**src/rtl/aemhl_params.svh**
```systemverilog
// Register offsets, field positions, reset values for the error mask / header log bank.
// Assumes inclusion by bare name from the package and the top module.
`ifndef AEMHL_PARAMS_SVH
`define AEMHL_PARAMS_SVH
`define AEMHL_OFF_COR_STATUS 12'h110
`define AEMHL_OFF_COR_MASK 12'h114
`define AEMHL_OFF_CAP_CTRL 12'h118
`define AEMHL_OFF_LOG1 12'h11C
`define AEMHL_OFF_LOG2 12'h120
`define AEMHL_OFF_LOG3 12'h124
`define AEMHL_OFF_LOG4 12'h128
`define AEMHL_MASK_RESET 32'h0000_2000
`define AEMHL_MASK_WRITABLE 32'h0000_31C1
`define AEMHL_CAP_CTRL_RESET 32'h0000_00A0
`define AEMHL_BIT_ANF 13
`define AEMHL_BIT_RT 12
`define AEMHL_BIT_RN 8
`define AEMHL_BIT_BDLLP 7
`define AEMHL_BIT_BTLP 6
`define AEMHL_BIT_RXE 0
`define AEMHL_BIT_ECRC_CHECK_ENABLE 8
`define AEMHL_BIT_ECRC_CHECK_CAPABLE 7
`define AEMHL_BIT_ECRC_GEN_ENABLE 6
`define AEMHL_BIT_ECRC_GEN_CAPABLE 5
`define AEMHL_PTR_MSB 4
`define AEMHL_LOG1_HI 127
`define AEMHL_LOG1_LO 96
`define AEMHL_LOG2_HI 95
`define AEMHL_LOG2_LO 64
`define AEMHL_LOG3_HI 63
`define AEMHL_LOG3_LO 32
`define AEMHL_LOG4_HI 31
`define AEMHL_LOG4_LO 0
`define AEMHL_ZERO32 32'h0000_0000
`define AEMHL_ZERO128 128'h0
`define AEMHL_ZERO5 5'h00
`endif

```
**src/rtl/aemhl_pkg.sv**
```systemverilog
// Types shared by the error mask / header log bank.
// Assumes aemhl_params.svh is on the include path.
`include "aemhl_params.svh"
package aemhl_pkg;
    // Capture event from the uncorrectable error logic
    typedef struct packed {
        logic valid;
        logic [4:0] index;
        logic [127:0] header;
    } aemhl_capture_t;
    // Register bus request
    typedef struct packed {
        logic wr;
        logic rd;
        logic [11:0] addr;
        logic [31:0] wdata;
    } aemhl_req_t;
endpackage

```
**src/rtl/aemhl_bank.sv**
```systemverilog
// Correctable error status/mask, advanced error cap/control and the 128-bit header log.
// Assumes one clock, synchronous resets, event inputs produced on CLK_SYS.
//
// Chosen here: the address-and-strobe port.
`timescale 1ns/1ps
`include "aemhl_params.svh"

// What this block does
// - A 32-bit sticky read/write correctable mask register, reserved bits reading zero.
// - The advisory non-fatal mask bit 13 resets to one, giving a reset value 0x0000_2000.
// - Mask bits 12, 8, 7, 6 and 0 are writable and reset to zero.
// - Control bits 8 and 6 enable ECRC check and generation, sticky, reset to zero.
// - Bits 7 and 5 read as constant ones to report ECRC ability.
// - The first error index in bits 4:0 resets to zero and ignores software writes.
// - The captured header is kept in sticky read-only 32-bit words resetting to zero.
// - Header bits 127:96, 95:64, 63:32 appear at offsets 0x11C, 0x120, 0x124.
// - Header bits 31:0 appear at offset 0x128.
// - Correctable status bits share the mask positions, set on error, cleared by writing one.
module aemhl_bank (
    input wire logic CLK_SYS,
    input wire logic SYS_RST,
    input wire logic COLD_RST,
    input wire aemhl_pkg::aemhl_req_t BUS_REQ,
    output logic [31:0] RD_DATA,
    input wire logic [31:0] COR_EVENT,
    input wire aemhl_pkg::aemhl_capture_t UNCOR_CAPTURE,
    input wire logic UNCOR_LOGGED_SET,
    output logic [31:0] COR_REPORT,
    output logic ECRC_CHECK_ON,
    output logic ECRC_GEN_ON
);
    logic [31:0] correctable_error_mask;
    logic [31:0] correctable_error_status;
    logic ecrc_check_enable;
    logic ecrc_gen_enable;
    logic [4:0] first_error_index;
    logic [127:0] header_log;
    logic log_locked;
    logic wr_mask, wr_status, wr_ctrl;
    logic [31:0] next_rd;
    logic sticky_rst;

    // Sticky state sees only the cold reset; the ordinary reset leaves it alone
    // cold reset only
    assign sticky_rst = COLD_RST;

    assign wr_mask = BUS_REQ.wr && (BUS_REQ.addr == `AEMHL_OFF_COR_MASK);
    assign wr_status = BUS_REQ.wr && (BUS_REQ.addr == `AEMHL_OFF_COR_STATUS);
    assign wr_ctrl = BUS_REQ.wr && (BUS_REQ.addr == `AEMHL_OFF_CAP_CTRL);

    // Mask register: only defined positions are storage, the rest read zero
    // sticky mask
    always_ff @(posedge CLK_SYS) begin
        if (sticky_rst) begin
            correctable_error_mask <= `AEMHL_MASK_RESET;
        end else if (wr_mask) begin
            correctable_error_mask <= BUS_REQ.wdata & `AEMHL_MASK_WRITABLE;
        end
    end

    // Status: new events win over a write-one clear in the same cycle
    // set over clear
    always_ff @(posedge CLK_SYS) begin
        if (sticky_rst) begin
            correctable_error_status <= `AEMHL_ZERO32;
        end else if (wr_status) begin
            correctable_error_status <= ((correctable_error_status & ~BUS_REQ.wdata)
                | COR_EVENT) & `AEMHL_MASK_WRITABLE;
        end else begin
            correctable_error_status <= (correctable_error_status | COR_EVENT)
                & `AEMHL_MASK_WRITABLE;
        end
    end

    // ECRC enables, sticky read/write
    // ECRC enables
    always_ff @(posedge CLK_SYS) begin
        if (sticky_rst) begin
            ecrc_check_enable <= 1'b0;
            ecrc_gen_enable <= 1'b0;
        end else if (wr_ctrl) begin
            ecrc_check_enable <= BUS_REQ.wdata[`AEMHL_BIT_ECRC_CHECK_ENABLE];
            ecrc_gen_enable <= BUS_REQ.wdata[`AEMHL_BIT_ECRC_GEN_ENABLE];
        end
    end

    // Lock holds the first capture until its status bit is cleared upstream,
    // so a burst of errors cannot overwrite the log of the first one
    // first error capture
    always_ff @(posedge CLK_SYS) begin
        if (sticky_rst) begin
            first_error_index <= `AEMHL_ZERO5;
            header_log <= `AEMHL_ZERO128;
            log_locked <= 1'b0;
        end else if (UNCOR_CAPTURE.valid && !log_locked) begin
            first_error_index <= UNCOR_CAPTURE.index;
            header_log <= UNCOR_CAPTURE.header;
            log_locked <= 1'b1;
        end else if (log_locked && !UNCOR_LOGGED_SET) begin
            log_locked <= 1'b0;
        end
    end

    // Read decode; unmapped addresses read zero
    // read map
    always_comb begin
        next_rd = `AEMHL_ZERO32;
        if (BUS_REQ.addr == `AEMHL_OFF_COR_STATUS) begin
            next_rd = correctable_error_status;
        end else if (BUS_REQ.addr == `AEMHL_OFF_COR_MASK) begin
            next_rd = correctable_error_mask;
        end else if (BUS_REQ.addr == `AEMHL_OFF_CAP_CTRL) begin
            next_rd = `AEMHL_CAP_CTRL_RESET;
            next_rd[`AEMHL_BIT_ECRC_CHECK_ENABLE] = ecrc_check_enable;
            next_rd[`AEMHL_BIT_ECRC_GEN_ENABLE] = ecrc_gen_enable;
            next_rd[`AEMHL_PTR_MSB:0] = first_error_index;
        end else if (BUS_REQ.addr == `AEMHL_OFF_LOG1) begin
            next_rd = header_log[`AEMHL_LOG1_HI:`AEMHL_LOG1_LO];
        end else if (BUS_REQ.addr == `AEMHL_OFF_LOG2) begin
            next_rd = header_log[`AEMHL_LOG2_HI:`AEMHL_LOG2_LO];
        end else if (BUS_REQ.addr == `AEMHL_OFF_LOG3) begin
            next_rd = header_log[`AEMHL_LOG3_HI:`AEMHL_LOG3_LO];
        end else if (BUS_REQ.addr == `AEMHL_OFF_LOG4) begin
            next_rd = header_log[`AEMHL_LOG4_HI:`AEMHL_LOG4_LO];
        end
    end

    // Read data stands one cycle after the strobe, zero otherwise
    always_ff @(posedge CLK_SYS) begin
        if (SYS_RST) begin
            RD_DATA <= `AEMHL_ZERO32;
        end else if (BUS_REQ.rd) begin
            RD_DATA <= next_rd;
        end else begin
            RD_DATA <= `AEMHL_ZERO32;
        end
    end

    // Unmasked correctable errors forwarded as pulses, registered
    // mask suppresses reporting
    always_ff @(posedge CLK_SYS) begin
        if (SYS_RST) begin
            COR_REPORT <= `AEMHL_ZERO32;
            ECRC_CHECK_ON <= 1'b0;
            ECRC_GEN_ON <= 1'b0;
        end else begin
            COR_REPORT <= COR_EVENT & `AEMHL_MASK_WRITABLE & ~correctable_error_mask;
            ECRC_CHECK_ON <= ecrc_check_enable;
            ECRC_GEN_ON <= ecrc_gen_enable;
        end
    end

    property p_mask_reset;
        @(posedge CLK_SYS) $past(COLD_RST) |-> correctable_error_mask == `AEMHL_MASK_RESET;
    endproperty
    a_mask_reset: assert property (p_mask_reset) else $error("mask reset value wrong");

    property p_reserved_zero;
        @(posedge CLK_SYS) (correctable_error_mask & ~`AEMHL_MASK_WRITABLE) == `AEMHL_ZERO32;
    endproperty
    a_reserved_zero: assert property (p_reserved_zero) else $error("reserved mask bit set");

    property p_mask_write;
        @(posedge CLK_SYS) disable iff (COLD_RST)
            wr_mask |=> correctable_error_mask == ($past(BUS_REQ.wdata) & `AEMHL_MASK_WRITABLE);
    endproperty
    a_mask_write: assert property (p_mask_write) else $error("mask write lost");

    property p_set_wins;
        @(posedge CLK_SYS) disable iff (COLD_RST)
            COR_EVENT[`AEMHL_BIT_RXE] |=> correctable_error_status[`AEMHL_BIT_RXE];
    endproperty
    a_set_wins: assert property (p_set_wins) else $error("status event lost");

    property p_ctrl_read;
        @(posedge CLK_SYS) disable iff (SYS_RST || COLD_RST)
            (BUS_REQ.rd && BUS_REQ.addr == `AEMHL_OFF_CAP_CTRL) |=>
            RD_DATA[`AEMHL_BIT_ECRC_CHECK_CAPABLE] && RD_DATA[`AEMHL_BIT_ECRC_GEN_CAPABLE];
    endproperty
    a_ctrl_read: assert property (p_ctrl_read) else $error("capability bits not one");

    property p_ptr_no_sw;
        @(posedge CLK_SYS) disable iff (COLD_RST)
            (wr_ctrl && !UNCOR_CAPTURE.valid) |=> $stable(first_error_index);
    endproperty
    a_ptr_no_sw: assert property (p_ptr_no_sw) else $error("pointer changed by write");

    property p_capture;
        @(posedge CLK_SYS) disable iff (COLD_RST)
            (UNCOR_CAPTURE.valid && !log_locked) |=>
            first_error_index == $past(UNCOR_CAPTURE.index) && log_locked;
    endproperty
    a_capture: assert property (p_capture) else $error("first error not captured");

    property p_hold;
        @(posedge CLK_SYS) disable iff (COLD_RST)
            (log_locked && UNCOR_LOGGED_SET) |=> $stable(header_log);
    endproperty
    a_hold: assert property (p_hold) else $error("header log overwritten");

    property p_ecrc_en;
        @(posedge CLK_SYS) disable iff (COLD_RST || SYS_RST)
            wr_ctrl |=> ##1 ECRC_CHECK_ON == $past(BUS_REQ.wdata[`AEMHL_BIT_ECRC_CHECK_ENABLE], 2);
    endproperty
    a_ecrc_en: assert property (p_ecrc_en) else $error("check enable not applied");

    // generation enable applied
    // The generation enable reaches its output two edges after the write
    property p_gen_en;
        @(posedge CLK_SYS) disable iff (COLD_RST || SYS_RST)
            wr_ctrl |=> ##1 ECRC_GEN_ON == $past(BUS_REQ.wdata[`AEMHL_BIT_ECRC_GEN_ENABLE], 2);
    endproperty
    a_gen_en: assert property (p_gen_en) else $error("generation enable not applied");

    // idle read zero
    // Read data must not linger, so a bus with wired-or returns stays clean
    property p_rd_idle;
        @(posedge CLK_SYS) disable iff (SYS_RST)
            !BUS_REQ.rd |=> RD_DATA == `AEMHL_ZERO32;
    endproperty
    a_rd_idle: assert property (p_rd_idle) else $error("read data not idle");

    // first log word
    // Read data come from the log as it stood at the strobe edge
    property p_log1_read;
        @(posedge CLK_SYS) disable iff (SYS_RST || COLD_RST)
            (BUS_REQ.rd && BUS_REQ.addr == `AEMHL_OFF_LOG1) |=>
            RD_DATA == $past(header_log[`AEMHL_LOG1_HI:`AEMHL_LOG1_LO]);
    endproperty
    a_log1_read: assert property (p_log1_read) else $error("log word one wrong");

    // fourth log word
    // The lowest header word completes the captured header
    property p_log4_read;
        @(posedge CLK_SYS) disable iff (SYS_RST || COLD_RST)
            (BUS_REQ.rd && BUS_REQ.addr == `AEMHL_OFF_LOG4) |=>
            RD_DATA == $past(header_log[`AEMHL_LOG4_HI:`AEMHL_LOG4_LO]);
    endproperty
    a_log4_read: assert property (p_log4_read) else $error("log word four wrong");

    // status read
    // Software sees the status as it stood at the strobe edge
    property p_status_read;
        @(posedge CLK_SYS) disable iff (SYS_RST || COLD_RST)
            (BUS_REQ.rd && BUS_REQ.addr == `AEMHL_OFF_COR_STATUS) |=>
            RD_DATA == $past(correctable_error_status);
    endproperty
    a_status_read: assert property (p_status_read) else $error("status read wrong");

    // write one clears
    // Clearing only applies when no new event on that bit arrives together
    property p_status_w1c;
        @(posedge CLK_SYS) disable iff (COLD_RST)
            (wr_status && BUS_REQ.wdata[`AEMHL_BIT_RT] && !COR_EVENT[`AEMHL_BIT_RT]) |=>
            !correctable_error_status[`AEMHL_BIT_RT];
    endproperty
    a_status_w1c: assert property (p_status_w1c) else $error("status not cleared");

    // reserved status zero
    // Undefined event bits are dropped before they reach storage
    property p_status_reserved;
        @(posedge CLK_SYS)
            (correctable_error_status & ~`AEMHL_MASK_WRITABLE) == `AEMHL_ZERO32;
    endproperty
    a_status_reserved: assert property (p_status_reserved) else $error("status bit reserved");

    // masked reporting
    // Report uses the mask as it stood when the event arrived
    property p_report_mask;
        @(posedge CLK_SYS) disable iff (SYS_RST)
            1'b1 |=> COR_REPORT == ($past(COR_EVENT) & `AEMHL_MASK_WRITABLE
                & ~$past(correctable_error_mask));
    endproperty
    a_report_mask: assert property (p_report_mask) else $error("report ignores mask");

    // mask survives ordinary reset
    // An ordinary reset must not undo what software configured
    property p_mask_sticky;
        @(posedge CLK_SYS) disable iff (COLD_RST)
            (SYS_RST && !wr_mask) |=> $stable(correctable_error_mask);
    endproperty
    a_mask_sticky: assert property (p_mask_sticky) else $error("mask lost on reset");

    // enables survive ordinary reset
    // Only the output copies drop during the ordinary reset
    property p_enable_sticky;
        @(posedge CLK_SYS) disable iff (COLD_RST)
            (SYS_RST && !wr_ctrl) |=> $stable(ecrc_check_enable) && $stable(ecrc_gen_enable);
    endproperty
    a_enable_sticky: assert property (p_enable_sticky) else $error("enable lost on reset");

    // cold reset clears
    // Cold reset returns the status, first error index and header log to zero
    property p_cold_clear;
        @(posedge CLK_SYS)
            COLD_RST |=> correctable_error_status == `AEMHL_ZERO32
                && first_error_index == `AEMHL_ZERO5 && header_log == `AEMHL_ZERO128;
    endproperty
    a_cold_clear: assert property (p_cold_clear) else $error("cold reset left state");

    // lock releases
    // Release waits for the upstream status bit to drop, one edge late
    property p_lock_release;
        @(posedge CLK_SYS) disable iff (COLD_RST)
            (log_locked && !UNCOR_LOGGED_SET) |=> !log_locked;
    endproperty
    a_lock_release: assert property (p_lock_release) else $error("log lock stuck");

    // index held
    // A later error must not move the index of the logged one
    property p_index_hold;
        @(posedge CLK_SYS) disable iff (COLD_RST)
            (log_locked && UNCOR_LOGGED_SET) |=> $stable(first_error_index);
    endproperty
    a_index_hold: assert property (p_index_hold) else $error("error index overwritten");
endmodule

```
**config.mk**
```make
export PLATFORM = sky130hd
export DESIGN_NAME = aemhl_bank
export DESIGN_NICKNAME = d
export VERILOG_FILES = /design/src/rtl/aemhl_pkg.sv /design/src/rtl/aemhl_bank.sv
export VERILOG_INCLUDE_DIRS = /design/src /design/src/rtl
export SDC_FILE = /design/constraint.sdc
export NUM_CORES = 1
export LEC_CHECK = 0
export ABC_AREA = 1
export BUFFER_PORTS_ARGS = -buffer_cell sky130_fd_sc_hd__buf_4
export CELL_PAD_IN_SITES_DETAIL_PLACEMENT = 2
export CELL_PAD_IN_SITES_GLOBAL_PLACEMENT = 2
export CORE_MARGIN = 2
export CORE_UTILIZATION = 27
export CTS_CLUSTER_SIZE = 40
export DETAILED_ROUTE_END_ITERATION = 6
export GPL_ROUTABILITY_DRIVEN = 0
export PLACE_DENSITY_LB_ADDON = 0.1
export SLEW_MARGIN = 20
export SYNTH_ARGS = -nofsm -noshare
export SYNTH_HDL_FRONTEND = slang
export SYNTH_SLANG_ARGS = --single-unit
export TNS_END_PERCENT = 20
```
**constraint.sdc**
```tcl
create_clock -name CLK_SYS -period 2 [get_ports CLK_SYS]
set_clock_uncertainty 0.15 [all_clocks]
set_input_delay 0.3 -clock CLK_SYS [delete_from_list [all_inputs] [get_ports CLK_SYS]]
set_output_delay 0.3 -clock CLK_SYS [all_outputs]
set_load 0.01 [all_outputs]
```
-- After elaboration in Yosys (flattened, before gate mapping)
Cells that the tools add are included.
- flip-flop bits (word level): 222
- bits of input ports: 216
- output and inout port bits: 66
- word-level logic and storage cells: 44
- equal/unequal tests: 7
- mux-type cells: 10
- bitwise logic cells: 7
- reduce and logical (&&, ||, !) cells: 9
- operators with widths (cell ; count):
    32-bit two-way mux ; 7
    12-bit by 9-bit equality test with 1-bit output (second input constant) ; 7
    14-bit by 32-bit AND with 32-bit output ; 1
    14-bit NOT with 32-bit output ; 1
    14-bit OR ; 2
    14-bit AND ; 1
    14-bit two-way mux ; 1
    14-bit NOT ; 1
    1-bit logical AND ; 5
    1-bit zero test ; 2
    1-bit two-way mux ; 2
    2-bit nonzero test ; 1
    2-bit OR reduction ; 1
    1-bit NOT ; 1

-- Logic depth before layout (Yosys ltp)
Gate-level depths: netlist (run 1).
- depth in word-level cells: 8
- depth in mapped cells: 11
- depth with buffers taken out: 10

-- Least setup slack after synthesis (run 1)
No wires, ideal clock.
- path kind: input -> register
- from: input BUS_REQ[41] (netlist name)
- to: register RD_DATA[28]
- library setup time: 121 ps
- arrival: 1279 ps
- data required time: 1729 ps
- setup slack: 449 ps
- stages on the path: 8
- path buffers: 2
- cells stage by stage: inv_1 nand2_1 nor2_8 nand3_2 buf_2 buf_2 o211ai_1 a21oi_2
- cells in the longest elaborated chain, start to end: 8
- elaborated cells on any way between the ends: 14
- classes of those cells: 7 x eq/ne; 7 x mux
- ends and longest elaborated chain (what ; RTL line ; source):
    start, declared ; aemhl_bank.sv:23 ; input wire aemhl_pkg::aemhl_req_t BUS_REQ,
    12-bit by 9-bit equality test with 1-bit output (no line) ; - ;
    32-bit two-way mux ; aemhl_bank.sv:123 ; end else if (BUS_REQ.addr == `AEMHL_OFF_LOG4) begin
    32-bit two-way mux ; aemhl_bank.sv:121 ; end else if (BUS_REQ.addr == `AEMHL_OFF_LOG3) begin
    32-bit two-way mux ; aemhl_bank.sv:119 ; end else if (BUS_REQ.addr == `AEMHL_OFF_LOG2) begin
    32-bit two-way mux ; aemhl_bank.sv:117 ; end else if (BUS_REQ.addr == `AEMHL_OFF_LOG1) begin
    32-bit two-way mux ; aemhl_bank.sv:112 ; end else if (BUS_REQ.addr == `AEMHL_OFF_CAP_CTRL) begin
    32-bit two-way mux ; aemhl_bank.sv:110 ; end else if (BUS_REQ.addr == `AEMHL_OFF_COR_MASK) begin
    32-bit two-way mux * ; aemhl_bank.sv:108 ; if (BUS_REQ.addr == `AEMHL_OFF_COR_STATUS) begin
    end signal, assigned ; aemhl_bank.sv:131 ; RD_DATA <= `AEMHL_ZERO32;
    end signal, assigned ; aemhl_bank.sv:133 ; RD_DATA <= next_rd;
    end signal, assigned ; aemhl_bank.sv:135 ; RD_DATA <= `AEMHL_ZERO32;
    end, declared ; aemhl_bank.sv:24 ; output logic [31:0] RD_DATA,
Mark *: on every way between the ends. The rest lies on a longest branch, timed or not.
A chain may end at the register's enable or synchronous reset.

-- Worst setup path in the final report (run 1)
- from: register log_locked
- to: register log_locked
- cells in the longest elaborated chain, start to end: 3
- elaborated cells on any way between the ends: 5
- classes of those cells: 1 x mux; 4 x reduce/logical
- ends and longest elaborated chain (what ; RTL line ; source):
    start, declared ; aemhl_bank.sv:38 ; logic log_locked;
    start signal, assigned ; aemhl_bank.sv:94 ; log_locked <= 1'b0;
    start signal, assigned ; aemhl_bank.sv:98 ; log_locked <= 1'b1;
    start signal, assigned ; aemhl_bank.sv:100 ; log_locked <= 1'b0;
    1-bit zero test ; aemhl_bank.sv:95 ; end else if (UNCOR_CAPTURE.valid && !log_locked) begin
    1-bit logical AND ; aemhl_bank.sv:95 ;
    1-bit two-way mux / 2-bit nonzero test (equally long branches) ; - ;
Several ways; a longest one is shown, not always the timed one.

==> flow_summary.toml, run 1 <==
[critical_path]
start_kind = "flop"
endpoint_kind = "flop"
crit_type = "flop to flop"
rr_startpoint = "log_locked$_SDFFE_PP0P_"
timing.rr.end = "log_locked$_SDFFE_PP0P_"
cp.required_ns = 2.22
cp_max_fo = 46
worstPathArrival_ns = 2.10
worstRegToRegCells = 5
startpoint = "log_locked$_SDFFE_PP0P_"
crit_slowest_cell = "dlygate4sd3_1"
slowest_delay_ns = 0.56
r2r_setup_slack_ns = 0.13
path_cells = "nor2_4, inv_6, buf_12, a21oi_1, dlygate4sd3_1"

[drt]
met2WireLength_um = 14400
wire_per_inst_um = 17.3
top_layer = "met5"
drc_errors = 0
drtIter0Drc = 389
met1_length_um = 15700
drt_first_pass_iters = 5
wirelength_um = 31400
vias = 8360
routed-wl-met3_um = 1080
via_per_inst = 4.60
drtAntennaViolNets = 0

[logic_synthesis]
synth_most_common_cell = "nor2_1"
yosys_warnings = 0
synth_ff_type = "dfxtp_1"
syn_area_per_cell_um2 = 7.42
synth_area_um2 = 8060
synth_commonest_cells = "nor2_1, dfxtp_1, o21ai_0"
ys_seq_area_frac = 0.467
async_flop_share = 0
synth_edf_count = 0
synth_area_leaders = "dfxtp_1, nor2_1, o21ai_0"
ys_types = 31
syn-instance-count = 1086
synth_top_area_cell = "dfxtp_1"
synth_seq_cells = 188
synth_top_area_frac = 0.467

[timing]
slew_violations = 0
fin_hold_ws_ns = 0.00899
rsz0062_at_grt = "false"
fmax_mhz = 533
fin_crit_sh = 0.937
setup_viol = 0
fin_crit_ns = 1.87
finalSetupTns_ns = 0
hold_viol_final = 0

[die]
dieArea_um2 = 31200
rows = 63
die_w_um = 177
core_um2 = 29500
initial_utilization = 0.273
io_pins = 282
die_h_um = 177

[cells_and_area]
fin_nets = 1630
layout-area-overhead-vs-synth_pct = 50.2
final_area_um2 = 12100
fill_cells = 3394
drive_above_1_share = 0.223

[hold_path]
holdPathStages = 3
hold_path.class = "primary input to flop"
holdPathEnd = "header_log[72]$_SDFFE_PP0P_"
worstHoldStart = "UNCOR_CAPTURE[72]"

[clocking]
max-clock-path-buffers = 2
cts_sinks = 188
cts-buffers-inserted = 17
clk-insertion-delay-late_ns = 0.43
clkSlewWorstSetupHoldPaths_ns = 0.08
h-tree-depth = 4
cts_root_buffer = "clkbuf_16"
cts_tree = "built"

[global_route]
grt_max_degree = 68
track_usage = 0.202
antenna_found_initial = 3
grt_pass1_vias = 8831
grt_overflow = 0
grt_pass1_wl_um = 49200

[power_and_ir_drop]
p_leak_nw = 5.41
power_w = 0.00880
power_density_nw_per_um2 = 728
ir_drop_mv = 0.506

[placed_design]
dp_hpwl_um = 21200
postPlaceCellArea_um2 = 10100
port_buffers = 203

[flow_run]
max_cap_viol_count = 0

[status]
status = "complete, no violations"
## report_power, final
group / leakage (nW) / switching (W) / internal [W]
clock network: 0.287 / 0.00173 / 0.00180
registers: 1.55 / 0.000118 / 0.00398
logic: 3.57 / 0.000588 / 0.000592
total: 5.41 / 0.00244 / 0.00637
## logic make-up (layout without fill, tap and decap cells)
logic type | after synthesis | after routing | synth area share
buf+inv | 165 | 480 | 0.0991
compound gates | 272 | 272 | 0.186
simple gates | 460 | 460 | 0.247
flops | 188 | 188 | 0.467
other cells | 1 | 27 | 0.000466
## flip-flops by register name (all words and copies together), names as in the netlist
register,count
ecrc_gen_enable,1
correctable_error_mask,6
log_locked,1
RD_DATA,32
ECRC_GEN_ON,1
COR_REPORT,6
ECRC_CHECK_ON,1
header_log,128
ecrc_check_enable,1
correctable_error_status,6
first_error_index,5
## stage by stage
step | setup WS [ns] | instances | util
floorplan | 0.449 | 1111 | -
global placement | 0.0402 | 1642 | 0.341
detailed placement | 0.0270 | 1642 | 0.341
CTS | 0.0776 | 1816 | 0.410
global route | 0.0350 | 1817 | 0.410
finish | 0.125 | 1817 | 0.410
## placed cells by master, fill, tap and decap left out, types with 9 or more instances in the layout
cell and n:
a21oi_1 58, a21oi_2 10, buf_12 13, buf_4 226, clkbuf_16 17, conb_1 26, dfxtp_1 188, dlygate4sd3_1 143
inv_1 54, inv_2 9, nand2_1 91, nand3_1 44, nor2_1 273, o211ai_1 39, o21ai_0 148, o21ai_1 16
## what timing repair did
item                                    CTS  global route
endpoints found under the setup margin    0             1
resized for setup                         0             1
endpoints found under the hold margin   144             0
hold buffers                            143             0
setup buffers                             0             0
## metal layers
| metal | up-vias | global-route usage |
|---|---|---|
| met5 | - | 0 |
| met4 | 4 | 0.0331 |
| met3 | 17 | 0.0365 |
| met2 | 162 | 0.327 |
| met1 | 4041 | 0.283 |
| li1 | 4136 | - |
## area by class of cell
cell class	count	area, um2	share of cell area
antenna	1	2.50	0.000207
clock buffer	17	425	0.0352
clock inverter	14	174	0.0144
inverter	67	258	0.0213
multi-input combinational	758	3600	0.298
sequential	188	3760	0.311
tap	390	488	0.0403
timing repair buffer	382	3390	0.280
## worst max-delay path, delay by kind of cell (launching register included)
| family | cells | cell delay (ns) |
|---|---|---|
| simple gates | 1 | 0.25 |
| compound gates | 1 | 0.14 |
| buf+inv | 3 | 0.92 |
| flops | 1 | 0.34 |
## how the worst max path moves through the flow
stage / endpoint / slack (ns) / depth (start not counted)
finish: log_locked$_SDFFE_PP0P_ / 0.13 / 5
global route: log_locked$_SDFFE_PP0P_ / 0.04 / 5
CTS: log_locked$_SDFFE_PP0P_ / 0.08 / 5
detailed placement: RD_DATA[8]$_SDFF_PP0_ / 0.03 / 9
global placement: RD_DATA[8]$_SDFF_PP0_ / 0.04 / 9
floorplan: RD_DATA[28]$_SDFF_PP0_ / 0.45 / 8
(Power assumes the default switching activity.)
==> run 2: changes to the inputs <==
Settings changed: PLACE_DENSITY from default to 0.84, PLACE_DENSITY_LB_ADDON 0.1 to default.
==> run 2 against run 1 <==
Compared with the run above:
- worst hold slack got worse by 0.0035 ns
- register-to-register slack improved by 0.02 ns
- via count increased by 6.1%
- utilization decreased by 0.40 points
- sequential power about the same
- routed wire length increased by 22%
- fmax decreased by 2.9%
- critical endpoint is now RD_DATA[14]$_SDFF_PP0_
- largest cell class unchanged
- largest power group unchanged
==> flow_summary.toml, run 2 (same netlist as run 1, synthesis figures left out) <==
[drt]
vias = 8870
drtIter0Drc = 583
drt_first_pass_iters = 4
drtAntennaViolNets = 0
wirelength_um = 38300
wire_per_inst_um = 21.1
drc_errors = 0
via_per_inst = 4.88

[die]
die_w_um = 177
dieArea_um2 = 31200
rows = 63
io_pins = 282
initial_utilization = 0.273
die_h_um = 177
core_um2 = 29500

[cells_and_area]
fill_cells = 3322
seqCellArea_um2 = 3760
final_cell_mix = "nor2_1, buf_4, dfxtp_1"
layout-area-overhead-vs-synth_pct = 48.7
fin_nets = 1620
regMostFlops = "header_log"
multi_input_area_um2 = 3590
reg_top3 = "header_log x128, RD_DATA x32"
layout_commonest_cell = "nor2_1"
largest_reg_flops = 128
drive_above_1_share = 0.222

[global_route]
grt_max_degree = 79
antenna_found_initial = 7
grt_overflow = 0
track_usage = 0.243
grt_pass1_wl_um = 58200
grt_pass1_vias = 9849

[clocking]
cts_root_buffer = "clkbuf_16"
clk-insertion-delay-late_ns = 0.44
max-clock-path-buffers = 2
cts-buffers-inserted = 17
cts_sinks = 188
post_cts_buffers = 0
cts_tree = "built"
clkSlewWorstSetupHoldPaths_ns = 0.08
h-tree-depth = 4
cts_resized = 0

[hold_path]
hold_path.class = "primary input to flop"

[timing]
setup_ws_ns = 0.0684
fmax_mhz = 518
finalSetupTns_ns = 0
hold_viol_final = 0
relSlewSlack = 0.590
slew_violations = 0
fin_crit_sh = 0.966
fin_crit_ns = 1.93
setup_viol = 0
worstMarginPinSlew_ns = 0.615
rsz0062_at_grt = "false"

[critical_path]
cp.required_ns = 2.20
crit_type = "primary input to flop"
endpoint_kind = "flop"
worstPathArrival_ns = 2.13
start_kind = "primary input"
cp_max_fo = 22

[power_and_ir_drop]
ir_drop_mv = 0.578
p_leak_nw = 5.33
power_density_nw_per_um2 = 734

[placed_design]
port_buffers = 203
dp_hpwl_um = 22400
post-place-ws_ns = -0.0446

[flow_run]
max_cap_viol_count = 0

[status]
status = "complete, no violations"
-- run 2: repair_timing --
action | CTS | global route
endpoints found under the hold margin | 141 | 0
hold buffers | 137 | 0
endpoints found under the setup margin | 0 | 0
-- run 2: report_power, final --
group | switching, W | internal (W) | leakage (nW) | total (W)
logic | 0.000642 | 0.000583 | 3.50 | 0.00123
clock network | 0.00177 | 0.00168 | 0.282 | 0.00345
registers | 0.000140 | 0.00398 | 1.55 | 0.00412
-- run 2: final cells by class --
type / count / share of cell area
inverters: 67 / 0.0213
well taps: 390 / 0.0407
multi-input cells: 758 / 0.300
clock buffers: 18 / 0.0358
flip-flops and latches: 188 / 0.314
repair buffers: 372 / 0.273
clock inverters: 14 / 0.0128
diodes: 9 / 0.00188
-- run 2: worst max-delay path, stage by stage --
cell           delay (ns)
dlygate4sd3_1        0.54
buf_4                0.18
nor2_1               0.23
nand2_2              0.13
inv_2                0.35
o211ai_1             0.17
a21oi_1              0.21
-- run 2: worst paths after layout --
check | startpoint | end | slack (ns) | depth (start not counted)
min | UNCOR_CAPTURE[6] | header_log[6]$_SDFFE_PP0P_ | 0.006 | 3
max | SYS_RST | RD_DATA[14]$_SDFF_PP0_ | 0.07 | 7
min reg2reg | header_log[8]$_SDFFE_PP0P_ | header_log[8]$_SDFFE_PP0P_ | 0.31 | 2
max reg2reg | log_locked$_SDFFE_PP0P_ | log_locked$_SDFFE_PP0P_ | 0.15 | 5
-- run 2: metal layers --
metal / GRT usage / vias up / routed length [um]
li1: - / 4133 / -
met2: 0.432 / 253 / 19500
met1: 0.297 / 4403 / 16300
met5: 0 / - / 0
met4: 0.0950 / 0 / 1230
met3: 0.0337 / 81 / 1350
-- run 2: metrics by stage --
step / instances / hold slack, ns / utilization / area [um2] / total power [W]
2_1_floorplan: 1111 / 0.219 / - / 8150 / 0.00465
3_3_place_gp: 1638 / 0.291 / 0.339 / 10000 / 0.00507
3_5_place_dp: 1638 / 0.301 / 0.339 / 10000 / 0.00512
4_1_cts: 1807 / 0.00104 / 0.406 / 12000 / 0.00878
5_1_grt: 1815 / 0.0117 / 0.406 / 12000 / 0.00917
6_report: 1816 / 0.00554 / 0.406 / 12000 / 0.00880
==> run 3: changes to the inputs <==
--- a/config.mk
+++ b/config.mk
@@ -12,9 +12,9 @@
 export CELL_PAD_IN_SITES_GLOBAL_PLACEMENT = 2
 export CORE_MARGIN = 2
-export CORE_UTILIZATION = 27
+export CORE_UTILIZATION = 24
 export CTS_CLUSTER_SIZE = 40
 export DETAILED_ROUTE_END_ITERATION = 6
 export GPL_ROUTABILITY_DRIVEN = 0
-export PLACE_DENSITY = 0.84
+export PLACE_DENSITY = 0.79
 export SLEW_MARGIN = 20
 export SYNTH_ARGS = -nofsm -noshare
==> constraint.sdc (replaced) <==
create_clock -name CLK_SYS -period 1.6 [get_ports CLK_SYS]
set_clock_uncertainty 0.15 [all_clocks]
set_input_delay 0.08 -clock CLK_SYS [delete_from_list [all_inputs] [get_ports CLK_SYS]]
set_output_delay 0.08 -clock CLK_SYS [all_outputs]
set_load 0.01 [all_outputs]
==> run 3 against run 2 <==
Compared with the run above:
- routed wire length up 2.6%
- utilization down 3.4 points
- die area up 12%
- sequential cell count unchanged
- critical path type is now flop to flop
- critical endpoint is now header_log[88]$_SDFFE_PP0P_
- largest power group unchanged
==> flow_summary.toml, run 3 (same netlist as run 1, synthesis figures left out) <==
[status]
status = "complete, no violations"

[clocking]
clk-insertion-delay-late_ns = 0.44
max-clock-path-buffers = 2
cts_sinks = 188
cts_tree = "built"
cts_root_buffer = "clkbuf_16"
cts-buffers-inserted = 17
h-tree-depth = 4
post_cts_buffers = 0
clkSlewWorstSetupHoldPaths_ns = 0.08

[die]
die_h_um = 187
initial_utilization = 0.242
io_pins = 282
dieArea_um2 = 35000
core_um2 = 33300
die_w_um = 187
rows = 67

[placed_design]
post-place-ws_ns = -0.140
dp_hpwl_um = 23000
post-place-cells = 1705
port_buffers = 203

[power_and_ir_drop]
p_leak_nw = 5.51
power_w = 0.0117
switching_share = 0.267
p_clk_frac = 0.426
ir_drop_mv = 0.707
internal_power_w = 0.00859
p_seq_frac = 0.440
pwr-share-comb = 0.134
power_density_nw_per_um2 = 946
netSwitchingPower_w = 0.00313

[critical_path]
start_kind = "flop"
path_delay_family = "simple AND/OR/NAND/NOR gates"
slowest_delay_ns = 0.36
cp.required_ns = 1.79
cp_max_fo = 74
worstPathArrival_ns = 1.79
endpoint_kind = "flop"
path_cells = "nor2_4, buf_12, o21ai_0, nor2_1"
crit_slowest_cell = "dfxtp_1"
timing.rr.end = "header_log[88]$_SDFFE_PP0P_"
r2r_setup_slack_ns = 0.004
critPathBufInv = 1
rr_startpoint = "log_locked$_SDFFE_PP0P_"
worstRegToRegCells = 4
crit_type = "flop to flop"

[drt]
drt_first_pass_iters = 4
drtAntennaViolNets = 0
vias = 8867
wirelength_um = 39300
via_per_inst = 4.67
top_layer = "met5"
met2WireLength_um = 19300
drtIter0Drc = 449
wire_per_inst_um = 20.7
drc_errors = 0
met1_length_um = 16600
routed-wl-met3_um = 1620

[flow_run]
max_cap_viol_count = 0

[cells_and_area]
seqCellArea_um2 = 3760
drive_above_1_share = 0.225
fin_nets = 1648
regMostFlops = "header_log"
largest_reg_flops = 128
layout-area-overhead-vs-synth_pct = 53.9
layout_commonest_cell = "nor2_1"
fill_cells = 3785
final_cell_mix = "nor2_1, buf_4, dfxtp_1"
final_cells = 1899
multi_input_area_um2 = 3600
reg_top3 = "header_log x128, RD_DATA x32"

[hold_path]
hold_path.class = "primary input to flop"
holdPathEnd = "RD_DATA[5]$_SDFF_PP0_"
holdPathStages = 6
worstHoldStart = "SYS_RST"

[global_route]
grt_pass1_vias = 10100
antenna_found_initial = 8
grt_overflow = 0
grt_pass1_wl_um = 60100
track_usage = 0.223
grt_max_degree = 86

[timing]
fin_crit_ns = 1.60
rsz0062_at_grt = "true"
setup_ws_ns = 0.00413
slew_violations = 0
fmax_mhz = 627
finalSetupTns_ns = 0
fin_hold_ws_ns = 0.0340
setup_viol = 0
hold_viol_final = 0
fin_crit_sh = 0.997
[run 3: cell types whose count changed in the layout (fill, tap and decap cells not counted), sizes merged]
cell and change:
clkinv -3, dlygate4sd3 +19, diode -3, inv -2
bufinv +5, buf +9
[run 3: worst max-delay path by stage]
stage | start | depth (start not counted) | to | slack, ns
floorplan | log_locked$_SDFFE_PP0P_ | 6 | header_log[38]$_SDFFE_PP0P_ | 0.26
global placement | BUS_REQ[37] | 8 | RD_DATA[14]$_SDFF_PP0_ | -0.08
detailed placement | BUS_REQ[37] | 8 | RD_DATA[15]$_SDFF_PP0_ | -0.14
CTS | log_locked$_SDFFE_PP0P_ | 5 | header_log[67]$_SDFFE_PP0P_ | 0.04
global route | log_locked$_SDFFE_PP0P_ | 4 | header_log[72]$_SDFFE_PP0P_ | -0.03
finish | log_locked$_SDFFE_PP0P_ | 4 | header_log[88]$_SDFFE_PP0P_ | 0.004
[run 3: per-layer routing]
| metal | vias up | GRT usage |
|---|---|---|
| met5 | - | 0 |
| met4 | 4 | 0.117 |
| met3 | 93 | 0.0396 |
| met2 | 240 | 0.388 |
| met1 | 4349 | 0.261 |
| li1 | 4181 | - |
[run 3: final cells by class]
cell class              instances  area share
flip-flops and latches        188       0.304
multi-input cells             758       0.290
repair buffers                400       0.285
well taps                     448      0.0452
clock buffers                  18      0.0354
inverters                      67      0.0206
clock inverters                14      0.0188
diodes                          6     0.00121
[run 3: worst reg2reg max path, cell delays in order (launching register included)]
cell and delay (ns):
dfxtp_1 0.36, nor2_4 0.23, buf_12 0.32, o21ai_0 0.20, nor2_1 0.23
[run 3: power groups by stage]
stage	Sequential, W	Clock [W]	Combinational (W)
2_1_floorplan	0.00517	0	0.000642
3_3_place_gp	0.00523	0	0.00113
3_5_place_dp	0.00524	0	0.00117
4_1_cts	0.00513	0.00497	0.00150
5_1_grt	0.00518	0.00525	0.00172
6_report	0.00516	0.00500	0.00157
[run 3: through the flow]
step | utilization | instance area, um2
2_1_floorplan | - | 8150
3_3_place_gp | 0.305 | 10100
3_5_place_dp | 0.305 | 10100
4_1_cts | 0.372 | 12400
5_1_grt | 0.372 | 12400
6_report | 0.372 | 12400
[run 3: what timing repair did]
item                                   CTS  global route
hold buffers                           156             0
gates resized for setup                  0             3
setup endpoints to repair                0            10
endpoints found under the hold margin  161             0
